===== src/hdl/crb_pkg.sv =====
// Shared constants, types and helpers for the conversion read-back formatter
`default_nettype none

package crb_pkg;

  // ****************************************
  // Widths and byte counts
  // ****************************************
  localparam int BYTE_W = 8;
  localparam int PRI_W = 32;
  localparam int AUX_W = 24;
  localparam int BUF_DEPTH = 2;
  localparam logic [2:0] PRI_LAST_DATA = 3'h3;
  localparam logic [2:0] AUX_LAST_DATA = 3'h2;
  localparam logic [2:0] PAD_SLOT = 3'h3;
  localparam logic [2:0] INTEG_SLOT = 3'h4;
  localparam logic [2:0] FIRST_SLOT = 3'h0;
  localparam logic [3:0] BITS_PER_BYTE = 4'h8;

  // ****************************************
  // Integrity mode field and constants
  // ****************************************
  localparam logic [1:0] MODE_OFF = 2'h0;
  localparam logic [1:0] MODE_SUM = 2'h1;
  localparam logic [1:0] MODE_CRC = 2'h2;
  localparam logic [1:0] MODE_RSV = 2'h3;
  localparam logic [7:0] SUM_BIAS = 8'h9B;
  localparam logic [7:0] SUM_INIT = 8'h00;
  localparam logic [7:0] CRC_POLY = 8'h07;
  localparam logic [7:0] CRC_INIT = 8'h00;
  localparam logic [7:0] PAD_BYTE = 8'h00;
  localparam logic IDLE_LEVEL = 1'b0;
  localparam logic SEL_IDLE = 1'b1;

  // ****************************************
  // Types
  // ****************************************
  typedef enum logic [1:0] {KIND_PRIMARY, KIND_AUXILIARY, KIND_REGISTER} crb_kind_t;

  typedef struct packed {
    crb_kind_t kind;
    logic [PRI_W-1:0] word;
  } crb_req_t;

  // ****************************************
  // Helpers
  // ****************************************
  // One byte of CRC, MSB first; same as long division with eight zero bits appended
  function automatic logic [7:0] crb_crc_byte(input logic [7:0] crc, input logic [7:0] b);
    logic [7:0] c;
    c = crc ^ b;
    for (int i = 0; i < BYTE_W; i++) begin
      c = c[7] ? ((c << 1) ^ CRC_POLY) : (c << 1);
    end
    return c;
  endfunction : crb_crc_byte

  // True for the result bytes that the integrity byte covers
  function automatic logic crb_counted(input crb_kind_t kind, input logic [2:0] idx);
    return (kind == KIND_PRIMARY && idx <= PRI_LAST_DATA) ||
           (kind == KIND_AUXILIARY && idx <= AUX_LAST_DATA);
  endfunction : crb_counted

  function automatic logic crb_mode_on(input logic [1:0] mode);
    return (mode == MODE_SUM) || (mode == MODE_CRC);
  endfunction : crb_mode_on

endpackage : crb_pkg

`default_nettype wire


===== src/hdl/crb_fifo.sv =====
// Two-entry byte buffer with valid and ready on both sides
`default_nettype none

module crb_fifo #(
  parameter int WIDTH = 8,
  parameter int DEPTH = 2
) (
  input wire logic core_clk,
  input wire logic rstn,
  input wire logic flush,
  input wire logic in_valid,
  output logic in_ready,
  input wire logic [WIDTH-1:0] in_data,
  output logic out_valid,
  input wire logic out_ready,
  output logic [WIDTH-1:0] out_data
);

  localparam int PW = (DEPTH > 1) ? $clog2(DEPTH) : 1;
  localparam logic [PW-1:0] PTR_LAST = PW'(DEPTH - 1);
  localparam logic [PW:0] COUNT_FULL = (PW + 1)'(DEPTH);

  typedef struct packed {
    logic [DEPTH-1:0][WIDTH-1:0] mem;
    logic [PW-1:0] wptr;
    logic [PW-1:0] rptr;
    logic [PW:0] count;
  } crb_fifo_state_t;

  crb_fifo_state_t s;
  crb_fifo_state_t next_s;
  logic push;
  logic pop;

  assign in_ready = (s.count != COUNT_FULL);
  assign out_valid = (s.count != '0);
  assign out_data = s.mem[s.rptr];

  always_comb begin
    next_s = s;
    push = in_valid && in_ready;
    pop = out_valid && out_ready;
    if (push) begin
      next_s.mem[s.wptr] = in_data;
      next_s.wptr = (s.wptr == PTR_LAST) ? '0 : s.wptr + 1'b1;
    end
    if (pop) begin
      next_s.rptr = (s.rptr == PTR_LAST) ? '0 : s.rptr + 1'b1;
    end
    next_s.count = s.count + (PW + 1)'(push) - (PW + 1)'(pop);
    // Flush drops a frame the host abandoned
    if (flush) begin
      next_s.wptr = '0;
      next_s.rptr = '0;
      next_s.count = '0;
    end
  end

  always_ff @(posedge core_clk) begin
    if (!rstn) begin
      s <= '0;
    end else begin
      s <= next_s;
    end
  end

endmodule : crb_fifo

`default_nettype wire


===== src/hdl/crb_readback.sv =====
// Conversion read-back formatter: result bytes, pad and integrity byte onto the serial pin
`default_nettype none

module crb_readback
  import crb_pkg::*;
(
  input wire logic core_clk,
  input wire logic rstn,
  input wire logic req_valid,
  output logic req_ready,
  input wire crb_req_t req,
  input wire logic [1:0] integrity_mode,
  input wire logic serial_clk_pin,
  input wire logic select_n_pin,
  output logic serial_out_ready_pin,
  output logic serial_out_ready_oe,
  output logic busy,
  output logic frame_done,
  output logic frame_aborted,
  output logic [7:0] last_integrity
);

  // ****************************************
  // State
  // ****************************************
  typedef enum logic [1:0] {ST_IDLE, ST_SEND} crb_seq_t;

  typedef struct packed {
    logic sclk_s1;
    logic sclk_s2;
    logic sclk_s3;
    logic sel_s1;
    logic sel_s2;
    logic sel_s3;
    crb_seq_t st;
    crb_kind_t kind;
    logic [PRI_W-1:0] word;
    logic [1:0] mode;
    logic [2:0] idx;
    logic [7:0] sum;
    logic [7:0] crc;
    logic [7:0] shift;
    logic [3:0] bit_cnt;
    logic pin;
    logic oe;
    logic done;
    logic aborted;
    logic [7:0] integ;
  } crb_state_t;

  crb_state_t s;
  crb_state_t next_s;

  logic buf_in_valid;
  logic buf_in_ready;
  logic [7:0] buf_in_data;
  logic buf_out_valid;
  logic buf_out_ready;
  logic [7:0] buf_out_data;
  logic abort;

  // ****************************************
  // Byte selection helpers
  // ****************************************
  // Slot index of the last byte of a frame
  function automatic logic [2:0] crb_last_slot(input crb_kind_t kind, input logic on);
    logic [2:0] slot;
    slot = PAD_SLOT;
    if (kind == KIND_REGISTER) begin
      slot = FIRST_SLOT;
    end else if (on) begin
      slot = INTEG_SLOT;
    end
    return slot;
  endfunction : crb_last_slot

  // Result byte for one slot; primary and auxiliary slots past the result carry the pad value, register slots all carry the low byte
  function automatic logic [7:0] crb_result_byte(input crb_kind_t kind,
      input logic [PRI_W-1:0] word, input logic [2:0] idx);
    logic [7:0] b;
    b = PAD_BYTE;
    if (kind == KIND_PRIMARY && idx <= PRI_LAST_DATA) begin
      b = word[PRI_W - 1 - BYTE_W * int'(idx) -: BYTE_W];
    end else if (kind == KIND_AUXILIARY && idx <= AUX_LAST_DATA) begin
      b = word[AUX_W - 1 - BYTE_W * int'(idx) -: BYTE_W];
    end else if (kind == KIND_AUXILIARY) begin
      b = PAD_BYTE;
    end else if (kind == KIND_REGISTER) begin
      b = word[BYTE_W-1:0];
    end
    return b;
  endfunction : crb_result_byte

  // Integrity byte from the running sum or remainder
  function automatic logic [7:0] crb_check_byte(input logic [1:0] mode,
      input logic [7:0] sum, input logic [7:0] crc);
    logic [7:0] b;
    b = crc;
    if (mode == MODE_SUM) begin
      b = sum + SUM_BIAS;
    end
    return b;
  endfunction : crb_check_byte

  // Anything still owed to the host: sequence running or byte not yet shifted
  function automatic logic crb_pending(input crb_seq_t st, input logic [3:0] cnt,
      input logic held);
    return (st != ST_IDLE) || (cnt != '0) || held;
  endfunction : crb_pending

  // A byte sits in the shifter while its bit counter is nonzero
  function automatic logic crb_loaded(input logic [3:0] cnt);
    return cnt != '0;
  endfunction : crb_loaded

  // ****************************************
  // Byte buffer between sequencer and shifter
  // ****************************************
  // A stall by the host leaves the sequencer waiting instead of losing a byte
  crb_fifo #(
    .WIDTH(BYTE_W),
    .DEPTH(BUF_DEPTH)
  ) u_buf (
    .core_clk(core_clk),
    .rstn(rstn),
    .flush(abort),
    .in_valid(buf_in_valid),
    .in_ready(buf_in_ready),
    .in_data(buf_in_data),
    .out_valid(buf_out_valid),
    .out_ready(buf_out_ready),
    .out_data(buf_out_data)
  );

  // ****************************************
  // Next-state logic
  // ****************************************
  always_comb begin
    logic sclk_fall;
    logic selected;
    logic integ_on;
    logic [2:0] last_idx;
    logic [7:0] data_byte;
    logic [7:0] integ_byte;
    logic push;
    logic pop;

    // Locals start defined so no path leaves a latch behind
    sclk_fall = 1'b0;
    selected = 1'b0;
    integ_on = 1'b0;
    last_idx = FIRST_SLOT;
    data_byte = PAD_BYTE;
    integ_byte = SUM_INIT;
    push = 1'b0;
    pop = 1'b0;

    next_s = s;
    next_s.done = 1'b0;
    next_s.aborted = 1'b0;

    // Pins from the host: two stages before any logic looks at them
    next_s.sclk_s1 = serial_clk_pin;
    next_s.sclk_s2 = s.sclk_s1;
    next_s.sclk_s3 = s.sclk_s2;
    next_s.sel_s1 = select_n_pin;
    next_s.sel_s2 = s.sel_s1;
    next_s.sel_s3 = s.sel_s2;
    sclk_fall = s.sclk_s3 && !s.sclk_s2;
    selected = !s.sel_s2;
    abort = s.sel_s2 && !s.sel_s3;

    // Integrity byte only in modes 01 and 10, never for registers
    integ_on = crb_mode_on(s.mode) && (s.kind != KIND_REGISTER);
    last_idx = crb_last_slot(s.kind, integ_on);

    // Result bytes pass unaltered, most significant first
    data_byte = crb_result_byte(s.kind, s.word, s.idx);

    integ_byte = crb_check_byte(s.mode, s.sum, s.crc);

    buf_in_valid = (s.st == ST_SEND) && !abort;
    buf_in_data = (integ_on && s.idx == INTEG_SLOT) ? integ_byte : data_byte;
    push = buf_in_valid && buf_in_ready;

    // ****************************************
    // Sequencer
    // ****************************************
    unique case (s.st)
      ST_IDLE: begin
        if (req_valid && !abort) begin
          next_s.st = ST_SEND;
          next_s.kind = req.kind;
          next_s.word = req.word;
          next_s.mode = integrity_mode;
          next_s.idx = FIRST_SLOT;
          next_s.sum = SUM_INIT;
          next_s.crc = CRC_INIT;
        end
      end
      ST_SEND: begin
        if (push) begin
          // Pad byte and integrity byte stay out of the running values
          if (crb_counted(s.kind, s.idx)) begin
            next_s.sum = s.sum + data_byte;
            next_s.crc = crb_crc_byte(s.crc, data_byte);
          end
          if (s.idx == last_idx) begin
            next_s.st = ST_IDLE;
            next_s.done = 1'b1;
            if (integ_on) begin
              next_s.integ = integ_byte;
            end
          end else begin
            next_s.idx = s.idx + 1'b1;
          end
        end
      end
    endcase

    // ****************************************
    // Serial shifter
    // ****************************************
    // Shift on the host's falling edge; host samples late in the high phase
    buf_out_ready = selected && !crb_loaded(s.bit_cnt) && !abort;
    pop = buf_out_ready && buf_out_valid;
    if (pop) begin
      next_s.shift = buf_out_data;
      next_s.bit_cnt = BITS_PER_BYTE;
    end else if (sclk_fall && selected && crb_loaded(s.bit_cnt)) begin
      next_s.shift = {s.shift[6:0], 1'b0};
      next_s.bit_cnt = s.bit_cnt - 1'b1;
    end

    // Deselect mid-frame drops the rest; the host simply reads again
    if (abort) begin
      next_s.st = ST_IDLE;
      next_s.shift = '0;
      next_s.bit_cnt = '0;
      next_s.aborted = crb_pending(s.st, s.bit_cnt, buf_out_valid);
    end

    next_s.pin = crb_loaded(next_s.bit_cnt) ? next_s.shift[7] : IDLE_LEVEL;
    next_s.oe = !s.sel_s2;
  end

  // ****************************************
  // Registers
  // ****************************************
  always_ff @(posedge core_clk) begin
    if (!rstn) begin
      s <= '0;
      s.sel_s1 <= SEL_IDLE;
      s.sel_s2 <= SEL_IDLE;
      s.sel_s3 <= SEL_IDLE;
    end else begin
      s <= next_s;
    end
  end

  // ****************************************
  // Outputs
  // ****************************************
  assign req_ready = (s.st == ST_IDLE) && !abort;
  assign serial_out_ready_pin = s.pin;
  assign serial_out_ready_oe = s.oe;
  assign busy = crb_pending(s.st, s.bit_cnt, buf_out_valid);
  assign frame_done = s.done;
  assign frame_aborted = s.aborted;
  assign last_integrity = s.integ;

endmodule : crb_readback

`default_nettype wire

===== config.mk =====
export PLATFORM = sky130hd
export DESIGN_NAME = crb_readback
export DESIGN_NICKNAME = d
export VERILOG_FILES = /design/src/hdl/crb_pkg.sv /design/src/hdl/crb_fifo.sv /design/src/hdl/crb_readback.sv
export SDC_FILE = /design/constraint.sdc
export NUM_CORES = 1
export LEC_CHECK = 0
export ABC_AREA = 1
export BUFFER_PORTS_ARGS = -buffer_cell sky130_fd_sc_hd__buf_2
export CAP_MARGIN = 20
export CORE_ASPECT_RATIO = 1.75
export CORE_MARGIN = 2
export CORE_UTILIZATION = 40
export CTS_BUF_LIST = sky130_fd_sc_hd__clkbuf_4
export CTS_CLUSTER_DIAMETER = 120
export DETAILED_ROUTE_END_ITERATION = 7
export GPL_TIMING_DRIVEN = 0
export MAX_ROUTING_LAYER = met4
export PLACE_DENSITY_LB_ADDON = 0.2
export RECOVER_POWER = 50
export SYNTH_ARGS = -nofsm -noshare
export SYNTH_HDL_FRONTEND = slang
export SYNTH_SLANG_ARGS = --single-unit

===== constraint.sdc =====
create_clock -name core_clk -period 2.95 [get_ports core_clk]
set_input_delay 0.295 -clock core_clk [delete_from_list [all_inputs] [get_ports core_clk]]
set_output_delay 0.295 -clock core_clk [all_outputs]
set_load 0.02 [all_outputs]

==> results.toml, run 1 <==
[floorplanning]
die_w_um = 95.9
coreArea_sq_mm = 0.0144
dieArea_sq_mm = 0.0158
die_y_um = 165
initial_core_util_pct = 41.0
rows = 58
io_pins = 55

[drt]
drtIter0Drc = 304
vias_per_cell = 5.11
drcViolationCount = 0
antenna_left = 0
wl_per_cell_um = 15.1
num_vias = 6066
first_pass_iters = 5
wl_mm = 18.0

[clock_tree]
clk_pin_slew_ns = 0.18
cts_tree = "built"
ctsHtreeMaxLevel = 3
insertion_delay_ns = 0.49
clockRootBuffer = "clkbuf_4"
clk_path_buf_depth = 2
cts_buffers = 9
cts_sinks = 106

[power]
peakVddDrop_v = 0.000289
powerDensity_mw_per_mm2 = 554
leakage_uw = 0.00316

[run_status]
status = "finished with violations"
violations = "setup timing"

[global_route]
grt_use_total_pct = 23.6
grt_pass1_vias = 5690
overflow = 0
grt_pass1_wl_mm = 27.8
grt_max_degree = 18
antenna_found_initial = 1

[critical_path]
crit_chain = "inv_2 > ha_4 > inv_2 > a21boi_4 > buf_6 > nor2_4 > nand2_2 > buf_4 > buf_4 > buf_4 > buf_4 > buf_4 > buf_4 > buf_4 > buf_4 > nand3_1 > nand2_2 > nand2_2 > nand3_1 > nand2_2 > nand2_1 > nand3_1 > a21oi_2"
cpMostUsedCell = "buf_4"
critPathTopFamily = "buffers and inverters"
r2r_start = "s[42]"
crit_buf_inv = 11
end_kind = "flop"
crit_fanout = 8
crit_arrival_ns = 3.33
rr_endpoint = "s[25]"
worstSetupPathType = "flop to flop"
required_ns = 3.32
cp_slowest_cell = "dfxtp_1"
crit_path_start_kind = "flop"
slowest_delay_ns = 0.50
rrSetupSlack_ns = -0.009
reg2reg_depth = 23

[sta]
setup_viol = 1
post-route-period-util_pct = 100
hold_viol_final = 0
layout_setup_ws_ns = -0.00917
fin_skew_ns = 0.0263
fmax_ghz = 0.338
fin_crit_ns = 2.96
slew_viol_final = 0
max_slew.worst_pin.slew_ns = 0.733
slew_headroom_pct = 50.7
rsz0062_at_grt = "yes"
worst_hold_slack_ns = 0.0456

[placed_design]
io_buffer_count = 54
dp_hpwl_mm = 13.4
gp_congestion = 0.961
placed_cells = 1127

[logic_synthesis]
yosysWarnings = 0
synth_flop_cell = "dfxtp_1"
netlist_area_sq_mm = 0.00592
yosys.cell_types.count = 36
synth_cells = 893
ys_ff_latch = 106
ys_seq_area_share_pct = 35.9
synth-edff-count = 0
async_reset_ff_share_pct = 0
syn-num-nets = 953
syn_area_per_cell_sq_um = 6.63

[cells_and_area]
finalNetCount = 1061
drive_gt1_share_pct = 19.9
instances_no_fill = 1187
fillers = 1528
synthToLayoutAreaGrowth_pct = 21.8
seqCellArea_sq_mm = 0.00213
multi_input_area_sq_mm = 0.00334

[min_path]
hp-start = "req[28]"
min_to = "s[73]"
hold_depth = 3
hold_class = "primary input to flop"

[job]
cap_violations = 0
kinds of logic (layout without fill, tap and decap cells):
logic type	after synthesis	count (layout)	share of synthesized area, %
and+or+nand+nor	372	372	26.5
AOI/OAI and AO/OA	216	216	19.9
buffers and inverters	168	281	11.6
DFF	106	106	35.9
adders and majority gates	19	19	4.14
xor gates and xnor gates	12	12	2.03
other	0	1	0
sequential cells by signal, indices dropped and copies added (netlist names):
register,flops
s,70
u_buf.s,20
last_integrity,8
next_s,4
frame_aborted,1
frame_done,1
serial_out_ready_oe,1
serial_out_ready_pin,1
per-stage QoR:
step	setup WS (ns)	utilization [%]	total power [uW]	TNS (ns)	area (sq um)
floorplan	0.0102	-	2480	0	5940
global placement	-0.573	44.6	2820	-1.79	6440
detailed placement	-0.616	44.6	2820	-1.98	6440
CTS	-0.0454	48.2	3870	-0.0808	6970
global route	-0.104	49.9	4220	-0.334	7200
finish	-0.00917	49.9	3990	-0.00917	7200
routing by layer:
metal | share of wire [%] | global-route usage, % | vias to the layer above
met3 | 3.4 | 2.60 | 55
met4 | 5.1 | 12.7 | 0
met5 | 0 | - | -
met1 | 37 | 23.5 | 2768
li1 | - | - | 3092
met2 | 54 | 43.8 | 151
worst reg2reg max path, cell delays in order (launching register included):
cell and delay, ns:
dfxtp_1 0.50, inv_2 0.16, ha_4 0.19, inv_2 0.07, a21boi_4 0.08, buf_6 0.15
nor2_4 0.08, nand2_2 0.06, buf_4 0.14, buf_4 0.12, buf_4 0.12, buf_4 0.12
buf_4 0.12, buf_4 0.12, buf_4 0.12, buf_4 0.12, nand3_1 0.07, nand2_2 0.08
nand2_2 0.07, nand3_1 0.09, nand2_2 0.11, nand2_1 0.06, nand3_1 0.09, a21oi_2 0.06
area by class of cell:
class | count | share of cell area (%)
multi-input combinational | 619 | 46.4
sequential | 106 | 29.5
timing repair buffer | 98 | 8.28
inverter | 125 | 6.76
buffer | 42 | 3.53
tap | 180 | 3.13
clock inverter | 5 | 1.18
clock buffer | 11 | 1.15
antenna | 1 | 0.0347
cells in the final DEF, fill, tap and decap left out, drive strengths merged:
cell / Yosys / layout
inv: 124 / 125
xnor2: 3 / 3
a211oi: 1 / 1
diode: 0 / 1
clkinv: 1 / 2
a22oi: 1 / 1
clkbuf: 23 / 48
dlygate4sd3: 0 / 2
xor2: 9 / 9
a31oi: 10 / 10
clkinvlp: 0 / 1
o221ai: 1 / 1
a21oi: 92 / 92
nand2: 227 / 227
buf: 20 / 101
nand3b: 1 / 1
a21boi: 1 / 1
o211ai: 21 / 21
dfxtp: 106 / 106
nand4: 1 / 1
or2: 5 / 5
bufinv: 0 / 2
nor4: 1 / 1
o21bai: 1 / 1
nor3: 6 / 6
o21ai: 88 / 88
nor2: 67 / 67
ha: 18 / 18
nand3: 64 / 64
fa: 1 / 1
where the power goes:
group          total [uW]  internal [uW]  switching (uW)
registers            1600           1530            71.1
clock network         890            369             520
logic                1500            572             931
Yosys cell counts (all sizes together) (3+ instances only):
cell / number / area (sq um)
nor3: 6 / 41.3
clkbuf: 23 / 86.3
dfxtp: 106 / 2120
xor2: 9 / 93.8
a21oi: 92 / 464
nand3: 64 / 320
o211ai: 21 / 158
ha: 18 / 225
o21ai: 88 / 440
nand2: 227 / 867
inv: 124 / 465
nor2: 67 / 289
buf: 20 / 130
a31oi: 10 / 62.6
xnor2: 3 / 26.3
or2: 5 / 31.3
timing repair:
item,CTS,global route
endpoints found under the setup margin,7,7
gates resized for setup,36,52
buffers inserted,31,11
pin swaps,15,33
hold buffers,2,0
hold endpoints to repair,2,0
worst max path at each step:
stage	startpoint	end	slack [ns]	depth (start not counted)
CTS	s[40]	s[38]	-0.05	23
detailed placement	s[40]	s[38]	-0.62	23
global placement	s[40]	s[38]	-0.57	23
finish	s[42]	s[25]	-0.009	23
floorplan	s[40]	s[38]	0.01	23
global route	s[40]	s[37]	-0.10	22
(Power assumes the default switching activity.)
==> run 2: changes to the inputs <==
Settings changed: ABC_AREA 1 to default, BUFFER_PORTS_ARGS -buffer_cell sky130_fd_sc_hd__buf_2 to -buffer_cell sky130_fd_sc_hd__buf_4, CTS_BUF_LIST sky130_fd_sc_hd__clkbuf_4 to default.
==> results.toml, run 2 <==
[run_status]
status = "finished with violations"
violations = "setup timing"

[logic_synthesis]
yosys.area.top_type_share_pct = 37.9
async_reset_ff_share_pct = 0
ys_seq_area_share_pct = 37.9
synthTopCellsByCount = "106 x dfxtp_1, 105 x nand2_1, 73 x nor2_1"
syn_area_per_cell_sq_um = 8.64
netlist_top_cells_area = "dfxtp_1 38%, nand2_1 7.0%, a21oi_1 5.7%"
ys_ff_latch = 106
yosysTopAreaCell = "dfxtp_1"
synth_cells = 648
yosys.cell_types.count = 64
yosysWarnings = 0
syn-num-nets = 708
netlist_area_sq_mm = 0.00560
synth-edff-count = 0
post-synth-top-count-cell = "dfxtp_1"
synth_flop_cell = "dfxtp_1"

[cells_and_area]
n_antenna_cell = 0
fillers = 1385
largest_register = "s"
seqCellArea_sq_mm = 0.00213
largest_reg_flops = 70
finalNetCount = 800
synthToLayoutAreaGrowth_pct = 22.6
instances_no_fill = 922
multi_input_area_sq_mm = 0.00334
layout_common_cells = "103 x dfxtp_1, 102 x nand2_1, 73 x nor2_1"
final_common_cell = "dfxtp_1"
final_area_sq_mm = 0.00686
drive_gt1_share_pct = 19.7

[placed_design]
dpl_cell_area_sq_mm = 0.00629
io_buffer_count = 54
gp_congestion = 0.877
dp_hpwl_mm = 12.1
placed_cells = 879

[clock_tree]
insertion_delay_ns = 0.34
clk_path_buf_depth = 2
cts_sinks = 106
ctsHtreeMaxLevel = 3
hold_buffers = 0
cts_tree = "built"
cts_buffers = 9
clockRootBuffer = "clkbuf_16"
clk_pin_slew_ns = 0.07

[global_route]
overflow = 0
grt_pass1_wl_mm = 24.9
antenna_found_initial = 0
grt_pass1_vias = 5046
grt_use_total_pct = 22.0
grt_max_degree = 18

[drt]
drcViolationCount = 0
wl_mm = 15.4
wl_per_cell_um = 16.8
vias_per_cell = 5.34
met2_wirelength_mm = 8.98
antenna_left = 0
wl_met1_mm = 5.33
drtIter0Drc = 219
top_layer_used = "met4"
num_vias = 4921
first_pass_iters = 4
wl_met3_um = 411

[min_path]
hold_class = "primary input to flop"

[floorplanning]
rows = 57
dieArea_sq_mm = 0.0150
die_y_um = 160
die_w_um = 93.4
io_pins = 55
initial_core_util_pct = 40.7
coreArea_sq_mm = 0.0138

[sta]
slew_viol_final = 0
slew_headroom_pct = 33.9
post-route-period-util_pct = 108
worst_hold_slack_ns = 0.152
setup-tns-final_ns = -0.392
layout_setup_ws_ns = -0.244
hold_viol_final = 0
max_slew.worst_pin.slew_ns = 0.984
fmax_ghz = 0.313
setup_viol = 2
fin_crit_ns = 3.19
fin_skew_ns = 0.00383
rsz0062_at_grt = "yes"

[power]
peakVddDrop_v = 0.000318
powerDensity_mw_per_mm2 = 500
clkPwrFrac_pct = 32.7
switching_share_pct = 29.4
netSwitchingPower_uw = 1010
pwr-share-seq_pct = 46.1
totalPowerFinal_uw = 3430
leakage_uw = 0.00266
internal-power_uw = 2420
pwr-share-comb_pct = 21.1

[critical_path]
crit_path_start_kind = "flop"
slowest_delay_ns = 0.37
end_kind = "flop"
worstSetupPathType = "flop to flop"
crit_arrival_ns = 3.43
crit_chain = "buf_12 > buf_12 > inv_6 > ha_4 > mux4_2 > and3_4 > or2_1 > buf_8 > ha_4 > a21oi_4 > a21boi_2 > o21ai_2 > a21oi_2 > or3_4 > a31o_2 > o211a_1"
required_ns = 3.19
cp_slowest_cell = "dfxtp_4"
crit_fanout = 4

[job]
cap_violations = 0
-- run 2: cell types whose count changed after synthesis, sizes merged, moves of 11 or more --
cell	change
nand2	-122
inv	-105
o21ai	-72
nand3	-43
a21oi	-28
o211ai	-20
a211oi	+18
mux2i	+17
mux4	+16
and3	+11
xnor2	+11
-- run 2: power by group through the flow --
stage | Combinational, uW | Clock [uW] | Sequential, uW
after detailed placement | 675 | 0 | 1620
final | 724 | 1120 | 1580
after floorplan | 492 | 0 | 1590
after CTS | 725 | 1150 | 1580
after global routing | 797 | 1210 | 1590
after global placement | 658 | 0 | 1610
-- run 2: critical path: cells and delay by family (launching register included) --
| kind | cells | cell delay (ns) |
|---|---|---|
| buffers and inverters | 4 | 0.38 |
| AND/OR/NAND/NOR | 3 | 0.76 |
| AO/OA/AOI/OAI | 6 | 0.85 |
| flip-flops | 1 | 0.37 |
| multiplexers | 1 | 0.29 |
| adder cells (fa/ha/maj) | 2 | 0.44 |
-- run 2: cell type report --
type                    count  area share, %
flip-flops and latches    106           31.0
inverters                  20           1.22
multi-input cells         480           48.6
repair buffers             82           8.44
plain buffers              41           3.50
well taps                 177           3.23
clock inverters             5          0.547
clock buffers              11           3.39
-- run 2: cells by family after synthesis --
group	count (synthesis)	synth area share, %
DFF	106	37.9
and+or+nand+nor	262	21.6
buffers and inverters	62	5.19
adders and majority gates	19	4.38
xor gates and xnor gates	27	4.63
AOI/OAI and AO/OA	136	15.4
muxes	36	10.8
-- run 2: worst paths after layout --
path | startpoint | to | slack, ns | cells past startpoint
max | s[40] | s[39] | -0.24 | 16
min | serial_clk_pin | next_s[85] | 0.15 | 2
max reg2reg | s[40] | s[39] | -0.24 | 16
min reg2reg | next_s[82] | next_s[81] | 0.41 | 1
-- run 2: layer usage --
metal | global-route usage, % | vias up
met2 | 42.3 | 98
li1 | - | 2448
met3 | 3.24 | 31
met4 | 11.0 | 0
met5 | - | -
met1 | 20.3 | 2344
-- run 2: stage by stage --
step / setup slack [ns] / util (%)
floorplan: -0.258 / -
global placement: -0.712 / 45.7
detailed placement: -0.786 / 45.7
CTS: -0.232 / 49.7
global route: -0.329 / 49.9
finish: -0.244 / 49.9
-- run 2: timing repair --
item	in CTS	in global routing
setup buffers	23	5
pin swaps	13	14
resized for setup	25	10
setup endpoints to repair	10	4
